===== config.mk =====
export PLATFORM = sky130hd
export DESIGN_NAME = snb_status_bank
export DESIGN_NICKNAME = d
export VERILOG_FILES = /design/src/pkg/snb_pkg.sv /design/src/hw/snb_flag_bank.sv /design/src/hw/snb_hold_reg.sv /design/src/hw/snb_status_bank.sv
export SDC_FILE = /design/constraint.sdc
export NUM_CORES = 1
export LEC_CHECK = 0
export BUFFER_PORTS_ARGS = -buffer_cell sky130_fd_sc_hd__buf_4
export CAP_MARGIN = 20
export CORE_AREA = 2 2 260 262
export DETAILED_ROUTE_END_ITERATION = 16
export DIE_AREA = 0 0 262 264
export PLACE_DENSITY_LB_ADDON = 0.3
export SETUP_SLACK_MARGIN = 0.15
export SYNTH_ARGS = -nofsm -noshare
export SYNTH_HDL_FRONTEND = slang
export SYNTH_SLANG_ARGS = --single-unit

===== constraint.sdc =====
create_clock -name I_CLK -period 2.5 [get_ports I_CLK]
set_input_delay 0.25 -clock I_CLK [delete_from_list [all_inputs] [get_ports I_CLK]]
set_output_delay 0.25 -clock I_CLK [all_outputs]
set_load 0.03 [all_outputs]

===== src/pkg/snb_pkg.sv =====
// Word addresses, bit positions and layout constants of the status bank.
package snb_pkg;
  localparam logic [15:0] AUX_PORT_EN       = 16'h00ca;
  localparam logic [15:0] AUX_CODE_FIRST    = 16'h00cb;
  localparam logic [15:0] AUX_CODE_LAST     = 16'h00d2;
  localparam logic [15:0] AUX_PORT_ERR      = 16'h00db;
  localparam logic [15:0] AUX_UNIT_INIT     = 16'h012e;
  localparam logic [15:0] AUX_DUP_FATAL     = 16'h0191;
  localparam logic [15:0] AUX_UNIT_ERR      = 16'h0192;
  localparam logic [15:0] AUX_DUP_UNITS     = 16'h019a;
  localparam logic [15:0] AUX_BUS_ERR_UNITS = 16'h01a1;
  localparam logic [15:0] AUX_SET_ERR_UNITS = 16'h01ab;
  localparam logic [15:0] AUX_RESTART       = 16'h01f5;

  localparam logic [3:0]  BIT_DUP_FATAL     = 4'hd;
  localparam logic [3:0]  BIT_SET_ERR       = 4'h3;
  localparam logic [3:0]  BIT_BUS_ERR       = 4'h7;

  localparam logic [15:0] IO_AREA_BASE      = 16'h05dc;
  localparam logic [15:0] UNIT_WORDS        = 16'h0019;

  localparam logic [4:0]  OFF_ERR_DATA      = 5'h01;
  localparam logic [4:0]  OFF_MEMB_FIRST    = 5'h02;
  localparam logic [4:0]  OFF_MEMB_LAST     = 5'h05;
  localparam logic [4:0]  OFF_LOCAL_ADDR    = 5'h06;
  localparam logic [4:0]  OFF_POLL_ADDR     = 5'h07;
  localparam logic [4:0]  OFF_LINK_FIRST    = 5'h08;
  localparam logic [4:0]  OFF_LINK_LAST     = 5'h17;
  localparam logic [4:0]  OFF_POWER         = 5'h18;

  localparam logic [3:0]  LINK_ACTIVE_BIT   = 4'hf;
  localparam logic [3:0]  LAST_LINK_WORD    = 4'hf;
  localparam int          NODES             = 62;
  localparam int          NODE_FLAGS        = 4;
  localparam logic [15:0] RESET_WORD        = 16'h0000;
endpackage


===== src/hw/snb_flag_bank.sv =====
// Sticky flag vector: bits set by hardware, cleared by a clear vector.
module snb_flag_bank #(
  parameter int W = 16
) (
  input  wire logic         I_CLK,
  input  wire logic         I_ARST_N,
  input  wire logic [W-1:0] i_set,
  input  wire logic [W-1:0] i_clr,
  output logic      [W-1:0] o_q
);
  typedef struct packed {
    logic [W-1:0] q;
  } snb_flag_t;

  snb_flag_t st;
  snb_flag_t next_st;

  // A set arriving with its clear wins, so no event is lost.
  always_comb begin
    next_st   = st;
    next_st.q = (st.q & ~i_clr) | i_set;
  end

  always_ff @(posedge I_CLK or negedge I_ARST_N) begin
    if (!I_ARST_N) begin
      st <= '0;
    end else begin
      st <= next_st;
    end
  end

  assign o_q = st.q;
endmodule


===== src/hw/snb_hold_reg.sv =====
// Status snapshot that refreshes only while its load input is high.
module snb_hold_reg #(
  parameter int W = 16
) (
  input  wire logic         I_CLK,
  input  wire logic         I_ARST_N,
  input  wire logic         i_load,
  input  wire logic [W-1:0] i_data,
  output logic      [W-1:0] o_q
);
  typedef struct packed {
    logic [W-1:0] q;
  } snb_hold_t;

  snb_hold_t st;
  snb_hold_t next_st;

  always_comb begin
    next_st = st;
    if (i_load) begin
      next_st.q = i_data;
    end
  end

  always_ff @(posedge I_CLK or negedge I_ARST_N) begin
    if (!I_ARST_N) begin
      st <= '0;
    end else begin
      st <= next_st;
    end
  end

  assign o_q = st.q;
endmodule


===== src/hw/snb_status_bank.sv =====
// Auxiliary flag words and per-unit bit-area block of the link unit.
module snb_status_bank
  import snb_pkg::*;
#(
  parameter bit OPTICAL = 1'b1
) (
  input  wire logic                     I_CLK,
  input  wire logic                     I_ARST_N,
  input  wire logic                     I_RD,
  input  wire logic                     I_WR,
  input  wire logic                     I_AUX,
  input  wire logic [15:0]              I_ADDR,
  input  wire logic [15:0]              I_WDATA,
  output logic      [15:0]              O_RDATA,
  output logic                          O_RVALID,
  input  wire logic [3:0]               I_UNIT_NO,
  input  wire logic [7:0]               I_PORT_READY,
  input  wire logic                     I_COMP_VALID,
  input  wire logic [2:0]               I_COMP_PORT,
  input  wire logic [15:0]              I_COMP_CODE,
  input  wire logic                     I_COMP_ERR,
  input  wire logic [15:0]              I_UNIT_INIT,
  input  wire logic                     I_CFG_MISMATCH,
  input  wire logic [3:0]               I_CFG_UNIT,
  input  wire logic                     I_PARITY_ERR,
  input  wire logic [3:0]               I_PARITY_UNIT,
  input  wire logic [15:0]              I_DUP_UNITS,
  input  wire logic [15:0]              I_RESTART_DONE,
  output logic      [15:0]              O_RESTART,
  input  wire logic [15:0]              I_ERROR_DATA,
  input  wire logic [15:0]              I_POWER_STATUS,
  input  wire logic                     I_LOCAL_ONLINE,
  input  wire logic [snb_pkg::NODES-1:0] I_NODE_PRESENT,
  input  wire logic [7:0]               I_LOCAL_NET,
  input  wire logic [7:0]               I_LOCAL_NODE,
  input  wire logic [7:0]               I_LOCAL_UNIT,
  input  wire logic [7:0]               I_POLL_NODE,
  input  wire logic                     I_LINK_ACTIVE,
  input  wire logic [snb_pkg::NODES*snb_pkg::NODE_FLAGS-1:0] I_LINK_FLAGS
);
  import snb_pkg::*;

  typedef struct packed {
    logic [15:0]       rdata;
    logic              rvalid;
    logic [7:0][15:0]  code;
    logic [7:0]        port_err;
  } snb_state_t;

  snb_state_t st;
  snb_state_t next_st;

  logic [15:0]             set_err_q;
  logic [15:0]             bus_err_q;
  logic [15:0]             dup_q;
  logic [15:0]             restart_q;
  logic [15:0]             restart_set;
  logic [NODES-1:0]        memb_q;
  logic [NODES-1:0]        memb_next;
  logic [NODES-1:0]        local_mask;
  logic                    memb_load;
  logic [NODES*NODE_FLAGS-1:0] link_q;
  logic [15:0]             unit_base;
  logic [15:0]             unit_off;
  logic                    in_unit;
  logic [63:0]             memb_pad;
  logic [255:0]            link_pad;

  function automatic logic [15:0] one_hot16(input logic [3:0] idx);
    one_hot16 = 16'h0001 << idx;
  endfunction

  // Unmatched, mismatched units are latched until reset.
  snb_flag_bank #(.W(16)) u_set_err (
    .I_CLK   (I_CLK),
    .I_ARST_N(I_ARST_N),
    .i_set   (I_CFG_MISMATCH ? one_hot16(I_CFG_UNIT) : 16'h0000),
    .i_clr   (16'h0000),
    .o_q     (set_err_q)
  );

  snb_flag_bank #(.W(16)) u_bus_err (
    .I_CLK   (I_CLK),
    .I_ARST_N(I_ARST_N),
    .i_set   (I_PARITY_ERR ? one_hot16(I_PARITY_UNIT) : 16'h0000),
    .i_clr   (16'h0000),
    .o_q     (bus_err_q)
  );

  snb_flag_bank #(.W(16)) u_dup (
    .I_CLK   (I_CLK),
    .I_ARST_N(I_ARST_N),
    .i_set   (I_DUP_UNITS),
    .i_clr   (16'h0000),
    .o_q     (dup_q)
  );

  // Writes only set restart bits; the unit's done pulse clears them.
  assign restart_set = (I_WR && I_AUX && I_ADDR == AUX_RESTART) ?
                       I_WDATA : 16'h0000;

  snb_flag_bank #(.W(16)) u_restart (
    .I_CLK   (I_CLK),
    .I_ARST_N(I_ARST_N),
    .i_set   (restart_set),
    .i_clr   (I_RESTART_DONE),
    .o_q     (restart_q)
  );

  assign O_RESTART = restart_q;

  // Node n sits at bit n-1; an out-of-range local node masks nothing.
  assign local_mask = (I_LOCAL_NODE >= 8'h01 && I_LOCAL_NODE <= 8'h3e) ?
                      (NODES'(1) << (I_LOCAL_NODE - 8'h01)) : '0;
  assign memb_next  = I_LOCAL_ONLINE ? I_NODE_PRESENT :
                      (memb_q & ~local_mask);
  assign memb_load  = I_LOCAL_ONLINE | (|(memb_q & local_mask));

  snb_hold_reg #(.W(NODES)) u_memb (
    .I_CLK   (I_CLK),
    .I_ARST_N(I_ARST_N),
    .i_load  (memb_load),
    .i_data  (memb_next),
    .o_q     (memb_q)
  );

  snb_hold_reg #(.W(NODES*NODE_FLAGS)) u_link (
    .I_CLK   (I_CLK),
    .I_ARST_N(I_ARST_N),
    .i_load  (I_LINK_ACTIVE),
    .i_data  (I_LINK_FLAGS),
    .o_q     (link_q)
  );

  // Top bits of the padded vectors have no node behind them.
  assign memb_pad = {2'b00, memb_q};
  assign link_pad = {8'h00, link_q};

  // Word views of the held vectors, in the order the CPU reads them.
  logic [3:0][15:0]  memb_word;
  logic [15:0][15:0] link_word;

  for (genvar w = 0; w < 4; w++) begin : g_memb_word
    assign memb_word[w] = memb_pad[16*w +: 16];
  end

  // The last link word carries the live local flag in its top bit, so a
  // frozen table never hides that the local link has stopped.
  for (genvar w = 0; w < 16; w++) begin : g_link_word
    if (w == LAST_LINK_WORD) begin : g_tail
      assign link_word[w] = {I_LINK_ACTIVE, link_pad[16*w +: 15]};
    end else begin : g_body
      assign link_word[w] = link_pad[16*w +: 16];
    end
  end

  assign unit_base = IO_AREA_BASE + UNIT_WORDS * {12'h000, I_UNIT_NO};
  assign unit_off  = I_ADDR - unit_base;
  assign in_unit   = !I_AUX && I_ADDR >= unit_base &&
                     unit_off < UNIT_WORDS;

  // Word map as the CPU sees it. Auxiliary words, with I_AUX high:
  //   port_enabled_flags        live ready level of ports 0 to 7.
  //   port_response_codes       latest code, one word per port.
  //   port_execute_error_flags  error of the latest completion per port.
  //   unit_initializing_flags   live init level per unit number.
  //   duplicate_number_fatal    bit 13, any duplicated unit number.
  //   unit_setting_and_error    bit 3 setting error, bit 7 parity error.
  //   duplicated_unit_bits      duplicated unit numbers, sticky.
  //   bus_error_unit_bits       units with a parity error, sticky.
  //   setting_error_unit_bits   units unlike the configuration, sticky.
  //   unit_restart_bits         restart requests, cleared when done.
  // Bit-area words of this unit's block, with I_AUX low:
  //   reserved_word             reads zero.
  //   error_data_word           live error data.
  //   membership words          node n at bit n-1 across four words.
  //   address words             network, node, unit and polling node.
  //   link status words         four node nibbles per word, table order.
  //   power_supply_status       live, zero on the coaxial variant.
  // Every other word reads zero, including other units' blocks.
  always_comb begin
    logic [4:0]  off;
    logic [3:0]  lidx;
    logic [1:0]  midx;
    logic [15:0] word;
    off  = unit_off[4:0];
    lidx = 4'(off - OFF_LINK_FIRST);
    midx = 2'(off - OFF_MEMB_FIRST);
    word = RESET_WORD;

    next_st        = st;
    next_st.rvalid = I_RD;

    if (I_COMP_VALID) begin
      next_st.code[I_COMP_PORT]     = I_COMP_CODE;
      next_st.port_err[I_COMP_PORT] = I_COMP_ERR;
    end

    if (I_AUX) begin
      unique case (I_ADDR) inside
        [AUX_CODE_FIRST:AUX_CODE_LAST]: begin
          word = st.code[3'(I_ADDR - AUX_CODE_FIRST)];
        end
        AUX_PORT_EN: begin
          word = {8'h00, I_PORT_READY};
        end
        AUX_PORT_ERR: begin
          word = {8'h00, st.port_err};
        end
        AUX_UNIT_INIT: begin
          word = I_UNIT_INIT;
        end
        AUX_DUP_FATAL: begin
          word[BIT_DUP_FATAL] = |dup_q;
        end
        AUX_UNIT_ERR: begin
          word[BIT_SET_ERR] = |set_err_q;
          word[BIT_BUS_ERR] = |bus_err_q;
        end
        AUX_DUP_UNITS: begin
          word = dup_q;
        end
        AUX_BUS_ERR_UNITS: begin
          word = bus_err_q;
        end
        AUX_SET_ERR_UNITS: begin
          word = set_err_q;
        end
        AUX_RESTART: begin
          word = restart_q;
        end
        default: begin
          // Unmapped auxiliary words read as zero.
          word = RESET_WORD;
        end
      endcase
    end else if (in_unit) begin
      unique case (off) inside
        OFF_ERR_DATA: begin
          word = I_ERROR_DATA;
        end
        [OFF_MEMB_FIRST:OFF_MEMB_LAST]: begin
          word = memb_word[midx];
        end
        OFF_LOCAL_ADDR: begin
          word = {I_LOCAL_NET, I_LOCAL_NODE};
        end
        OFF_POLL_ADDR: begin
          word = {I_LOCAL_UNIT, I_POLL_NODE};
        end
        [OFF_LINK_FIRST:OFF_LINK_LAST]: begin
          word = link_word[lidx];
        end
        OFF_POWER: begin
          // The coaxial variant has no power supply word.
          word = OPTICAL ? I_POWER_STATUS : RESET_WORD;
        end
        default: begin
          // Reserved word and anything unlisted read as zero.
          word = RESET_WORD;
        end
      endcase
    end

    // Read data holds its last value between reads.
    if (I_RD) begin
      next_st.rdata = word;
    end
  end

  always_ff @(posedge I_CLK or negedge I_ARST_N) begin
    if (!I_ARST_N) begin
      st <= '0;
    end else begin
      st <= next_st;
    end
  end

  assign O_RDATA  = st.rdata;
  assign O_RVALID = st.rvalid;
endmodule


* After elaboration in Yosys (flattened, before gate mapping)
Index checks and enable logic that the tools add are counted.
Storage, ports and cells: bits of input ports 504, output and inout port bits 33, register bits 527, word-level logic and storage cells 106
Operators by class: reductions and logical operators 14, shifts and indexed selects 3, $mul 1, mux-type cells 27, add/subtract/negate cells 6, order comparisons 15, bitwise gates (word level) 10, equal/unequal tests 13
Operators by type and width (number):
- $mux 16 | 9
- $bwmux 128 | 1
- $and 62x62->62 | 2
- $mux 62 | 2
- $eq 16x9->1 const B | 7
- $pmux 16 s6 | 1
- $bmux 16 s4 | 1
- $or 16x16->16 | 4
- $not 62->62 | 1
- $reduce_or 62->1 | 1
- $shl 1x8->62 const A | 1
- $bmux 16 s3 | 1
- $demux 16 s3 | 1
- $pmux 3 s8 | 2
- $reduce_or 16->1 | 3
- $bmux 16 s2 | 1
- $eq 16x8->1 const B | 2
- $shl 1x4->16 const A | 2
- $pmux 5 s6 | 1
- $pmux 1 s9 | 2
- $and 16x16->16 | 1
- $ge 16x12->1 | 1
- $ge 16x8->1 const B | 1
- $le 16x8->1 const B | 1
- 30 further kinds | 40

* Depth between registers and ports, before layout
word-level depth 9, mapped depth 18, mapped depth without buffers 17

* By module
From an unflattened synthesis, not the netlist that was laid out.
Second synthesis, totals: cells, all modules 2285, area total of the unflattened synthesis 29086.6 sq um
By module, submodules not included:
- snb_status_bank | times used 1, cells each 1438, area each 14052.2 sq um
- snb_hold_reg at u_link | times used 1, cells each 524, area each 10105.9 sq um
- snb_hold_reg at u_memb | times used 1, cells each 131, area each 2606.2 sq um
- snb_flag_bank | times used 4, cells each 48, area each 580.6 sq um

* Worst setup path before layout
Ideal clock, no wire load.
path kind input to register, from input I_UNIT_NO[1], to register st (netlist bit O_RDATA[14]), cell stages on the path 17, arrival time 3749 ps, library setup time 135 ps, setup slack -1384 ps, required time 2365 ps, cell sequence inv_1 ha_1 inv_1 fa_1 ha_1 fa_1 a21o_1 nand2_1 xnor2_1 ha_1 and2_1 o21ai_0 o31ai_1 o41ai_2 xor2_1 buf_2 o31ai_1
Between the ends: cells in the longest elaborated chain, start to end 9, elaborated cells between the ends (all ways) 26
RTL lines:
- start, declared | line snb_status_bank.sv:16 | input wire logic [3:0] I_UNIT_NO,
- $mul 5x4->9 * | line snb_status_bank.sv:157 | assign unit_base = IO_AREA_BASE + UNIT_WORDS * {12'h000, I_UNIT_NO};
- $add 11x9->12 * | line snb_status_bank.sv:157
- $sub 16x12->16 | line snb_status_bank.sv:158 | assign unit_off = I_ADDR - unit_base;
- $sub 4x4->4 / $sub 2x2->2 (equally long branches) | line snb_status_bank.sv:187, snb_status_bank.sv:188
- $bmux 16 s4 / $bmux 16 s2 (equally long branches) | line snb_status_bank.sv:252, snb_status_bank.sv:243
- $mux 16 (on tied branches) | line snb_status_bank.sv:252, snb_status_bank.sv:243
- $pmux 16 s6 | line snb_status_bank.sv:238 | unique case (off) inside
- $mux 16 * | line snb_status_bank.sv:237 | end else if (in_unit) begin
- $mux 16 * | line snb_status_bank.sv:199 | if (I_AUX) begin
- end signal, assigned | line snb_status_bank.sv:275 | st <= next_st;
- end, declared | line snb_status_bank.sv:50 | snb_state_t st;
Every way passes the cells marked *; elsewhere a longest branch is shown, timed or not. The select of a mux whose other input is x is not followed. A chain may end at the register's enable or synchronous reset.

* Final worst setup path
from input I_UNIT_NO[1], to register st (netlist bit O_RDATA[15])
The elaborated chain is that of the path after synthesis.

==> flow_metrics.tcl <==
set metrics [dict create \
    dieArea_sq_um 69170 \
    worstSetupStartpoint "I_UNIT_NO[1]" \
    synthFlopType "dfrtp_1" \
    fillers 5177 \
    cts_root_buf "clkbuf_16" \
    clkTransAtPathRegs_ps 60 \
    drt_iter0_markers 1641 \
    die_x_um 262 \
    gp_congestion 0.9129 \
    dp_hpwl_um 74070 \
    worstPathArrival_ps 3790 \
    grt_overflow 0 \
    syn_area_per_cell_sq_um 12.74 \
    setup_tns_ps -11280 \
    ctsHtreeMaxLevel 2 \
    start_util_pct 39.57 \
    clk_latency_ps 650 \
    drtPass1Iterations 9 \
    port_buffers 536 \
    grt_max_degree 82 \
    syn_nets 2606 \
    hold_viol 0 \
    cts_tree "yes" \
    setup_ws_ps -728.0 \
    fin_nets 3693 \
    coreArea_sq_um 66560 \
    vdd_drop_max_v 0.0005237 \
    p_per_area_nw_per_um2 659.8 \
    grt_pass1_wl_um 150800 \
    path_max_fanout 8 \
    drtAntennaViolNets 0 \
    area_delta_synth_final_pct 50.02 \
    mappedNetlistArea_sq_um 26340 \
    antenna_found_initial 32 \
    grt_setup_unrepaired "yes" \
    synth_seq_cells 527 \
    critical_path_class "primary input to flip-flop" \
    r2r-start "u_link.o_q[174]" \
    wl_per_cell_um 24.84 \
    async_flop_share_pct 100.0 \
    vias_per_cell 5.479 \
    cts.sinks 527 \
    fin_util_pct 59.36 \
    min_period_ps 3228 \
    hp-start "I_CFG_MISMATCH" \
    synth-seq-area-share_pct 50.07 \
    routed_wl_um 101700 \
    p_sw_mw 7.375 \
    finalCritPeriodShare_pct 129.1 \
    p_leak_nw 17.16 \
    outcome "complete, but fails checks" \
    vias 22420 \
    final_common_cell "buf_4" \
    reg2regPathDepth 7 \
    ys.warnings.count 0 \
    drv_slew 0 \
    seqPwrFrac_pct 39.1 \
    skew_ps 53.59 \
    die_h_um 264 \
    combPwrFrac_pct 25.6 \
    fmax_mhz 309.8 \
    drc 0 \
    layout_common_cells "buf_4 (747), dfrtp_1 (527), mux2_2 (388), dlygate4sd3_1 (388), nand2_1 (163)" \
    swShare_pct 28.29 \
    setup.worst_path.start_class "primary input" \
    violations "setup timing" \
    slew_headroom_pct 55.26 \
    required_ps 3060 \
    grt_pass1_vias 24290 \
    p_int_mw 18.69 \
    worstMarginPinSlew_ps 671.0 \
    cts_buffers 59 \
    yosys.cell_types.count 82 \
    hold_depth 3 \
    clockBufferDepth 3 \
    synth_edf_count 0 \
    endpoint_kind "flip-flop" \
    r2r-end "O_RDATA[14]" \
    drv_cap 0 \
    whs_endpoint "u_set_err.o_q[15]" \
    synthCells 2067 \
    min_path_type "primary input to flip-flop" \
    num_rows 95 \
    drive_above_1_share_pct 45.66 \
    ff2ff_setup_slack_ps 180 \
    setup_viol 16 \
    boundaryPins 537 \
    grt.total_usage_pct 29.11 \
    clock_power_share_pct 35.3 \
]
-- per-layer routing --
| metal | GRT usage, % | wire [um] | part of all wire, % |
|---|---|---|---|
| met1 | 34.38 | 38680 | 38 |
| met3 | 7.187 | 7252 | 7.1 |
| met2 | 50.44 | 51120 | 50 |
| met5 | 0 | 191 | 0.19 |
| met4 | 11.80 | 4404 | 4.3 |
-- state kept, by name, summed over array words and instances (netlist names) --
name / flops
st: 136
O_RVALID: 1
O_RDATA: 16
u_set_err.o_q: 16
u_restart.o_q: 16
u_bus_err.o_q: 16
u_dup.o_q: 16
u_memb.o_q: 62
u_link.o_q: 248
-- critical path, stage by stage --
cell and delay, ps:
buf_8 110, inv_8 50, ha_4 190, inv_2 50
fa_2 440, ha_4 180, fa_2 350, a21o_1 190
nand2_2 90, xnor2_2 70, ha_1 330, and2_4 190
o21ai_4 130, o31ai_4 90, buf_4 140, o41ai_4 250
xor2_2 120, buf_6 140, buf_12 140, a31o_4 200
o21ai_2 90
-- cell families after synthesis --
group                    count (synthesis)  share of synthesized area [%]
AO/OA/AOI/OAI                          413                          10.79
AND/OR/NAND/NOR                        343                          6.950
flip-flops                             527                          50.07
adder cells (fa/ha/maj)                 35                          1.777
multiplexers                           536                          26.35
buffers and inverters                  198                          3.482
XOR/XNOR                                15                         0.5701
-- cell usage after synthesis, drive strengths merged (20+ instances only) --
| master | count | area (sq um) |
|---|---|---|
| buf | 64 | 414.1 |
| clkbuf | 87 | 326.6 |
| inv | 47 | 176.4 |
| a21oi | 20 | 111.4 |
| a222oi | 23 | 230.2 |
| mux2 | 389 | 4380 |
| a22oi | 20 | 150.1 |
| nor4 | 20 | 221.5 |
| mux4 | 87 | 1959 |
| ha | 31 | 387.9 |
| mux2i | 60 | 600.6 |
| nand2 | 165 | 619.3 |
| o31ai | 23 | 217.7 |
| nor2b | 20 | 125.1 |
| nor2 | 29 | 111.4 |
| o21ai | 170 | 850.8 |
| dfrtp | 527 | 13190 |
| o22ai | 25 | 162.6 |
-- power groups by stage --
stage               combinational (mW)  sequential, mW  clock [mW]
finish                            6.68            10.2        9.20
global placement                  5.72            10.2           0
detailed placement                5.84            10.3           0
floorplan                         3.19            10.1           0
global route                      7.10            10.3        9.70
CTS                               6.47            10.2        9.30
-- cell type report --
type / instances / area (sq um) / area share, %
inverters: 47 / 196.4 / 0.4972
multi-input cells: 1342 / 12630 / 31.97
diodes: 17 / 42.54 / 0.1077
well taps: 873 / 1092 / 2.765
clock inverters: 23 / 341.6 / 0.8645
clock buffers: 86 / 1718 / 4.348
repair buffers: 1177 / 10300 / 26.07
flip-flops and latches: 527 / 13190 / 33.38
-- how the worst max path moves through the flow --
| stage | end | slack, ps | depth (start not counted) |
|---|---|---|---|
| 4_1_cts | O_RDATA[14] | -710 | 19 |
| 2_1_floorplan | O_RDATA[14] | -1220 | 18 |
| 3_5_place_dp | O_RDATA[2] | -1600 | 19 |
| 6_report | O_RDATA[15] | -730 | 21 |
| 3_3_place_gp | O_RDATA[13] | -1490 | 19 |
| 5_1_grt | O_RDATA[15] | -800 | 20 |
-- repair_timing --
item	in CTS	in global routing
buffers inserted	1	2
hold buffers	388	0
pin swaps	5	20
resized for setup	29	30
endpoints found under the hold margin	561	0
gates cloned	1	1
endpoints found under the setup margin	16	24
-- through the flow --
step	total power [mW]	area (sq um)	setup WS [ps]	hold WS (ps)	cells
6_report	26.07	39510	-728.0	57.30	4092
5_1_grt	27.10	39500	-802.1	36.77	4089
4_1_cts	25.93	39220	-710.6	18.77	4072
3_5_place_dp	16.15	33100	-1601	284.5	3573
3_3_place_gp	15.94	33100	-1489	282.2	3573
2_1_floorplan	13.28	26390	-1225	-45.59	2067
Note: power is estimated with default switching activity, not from simulation.
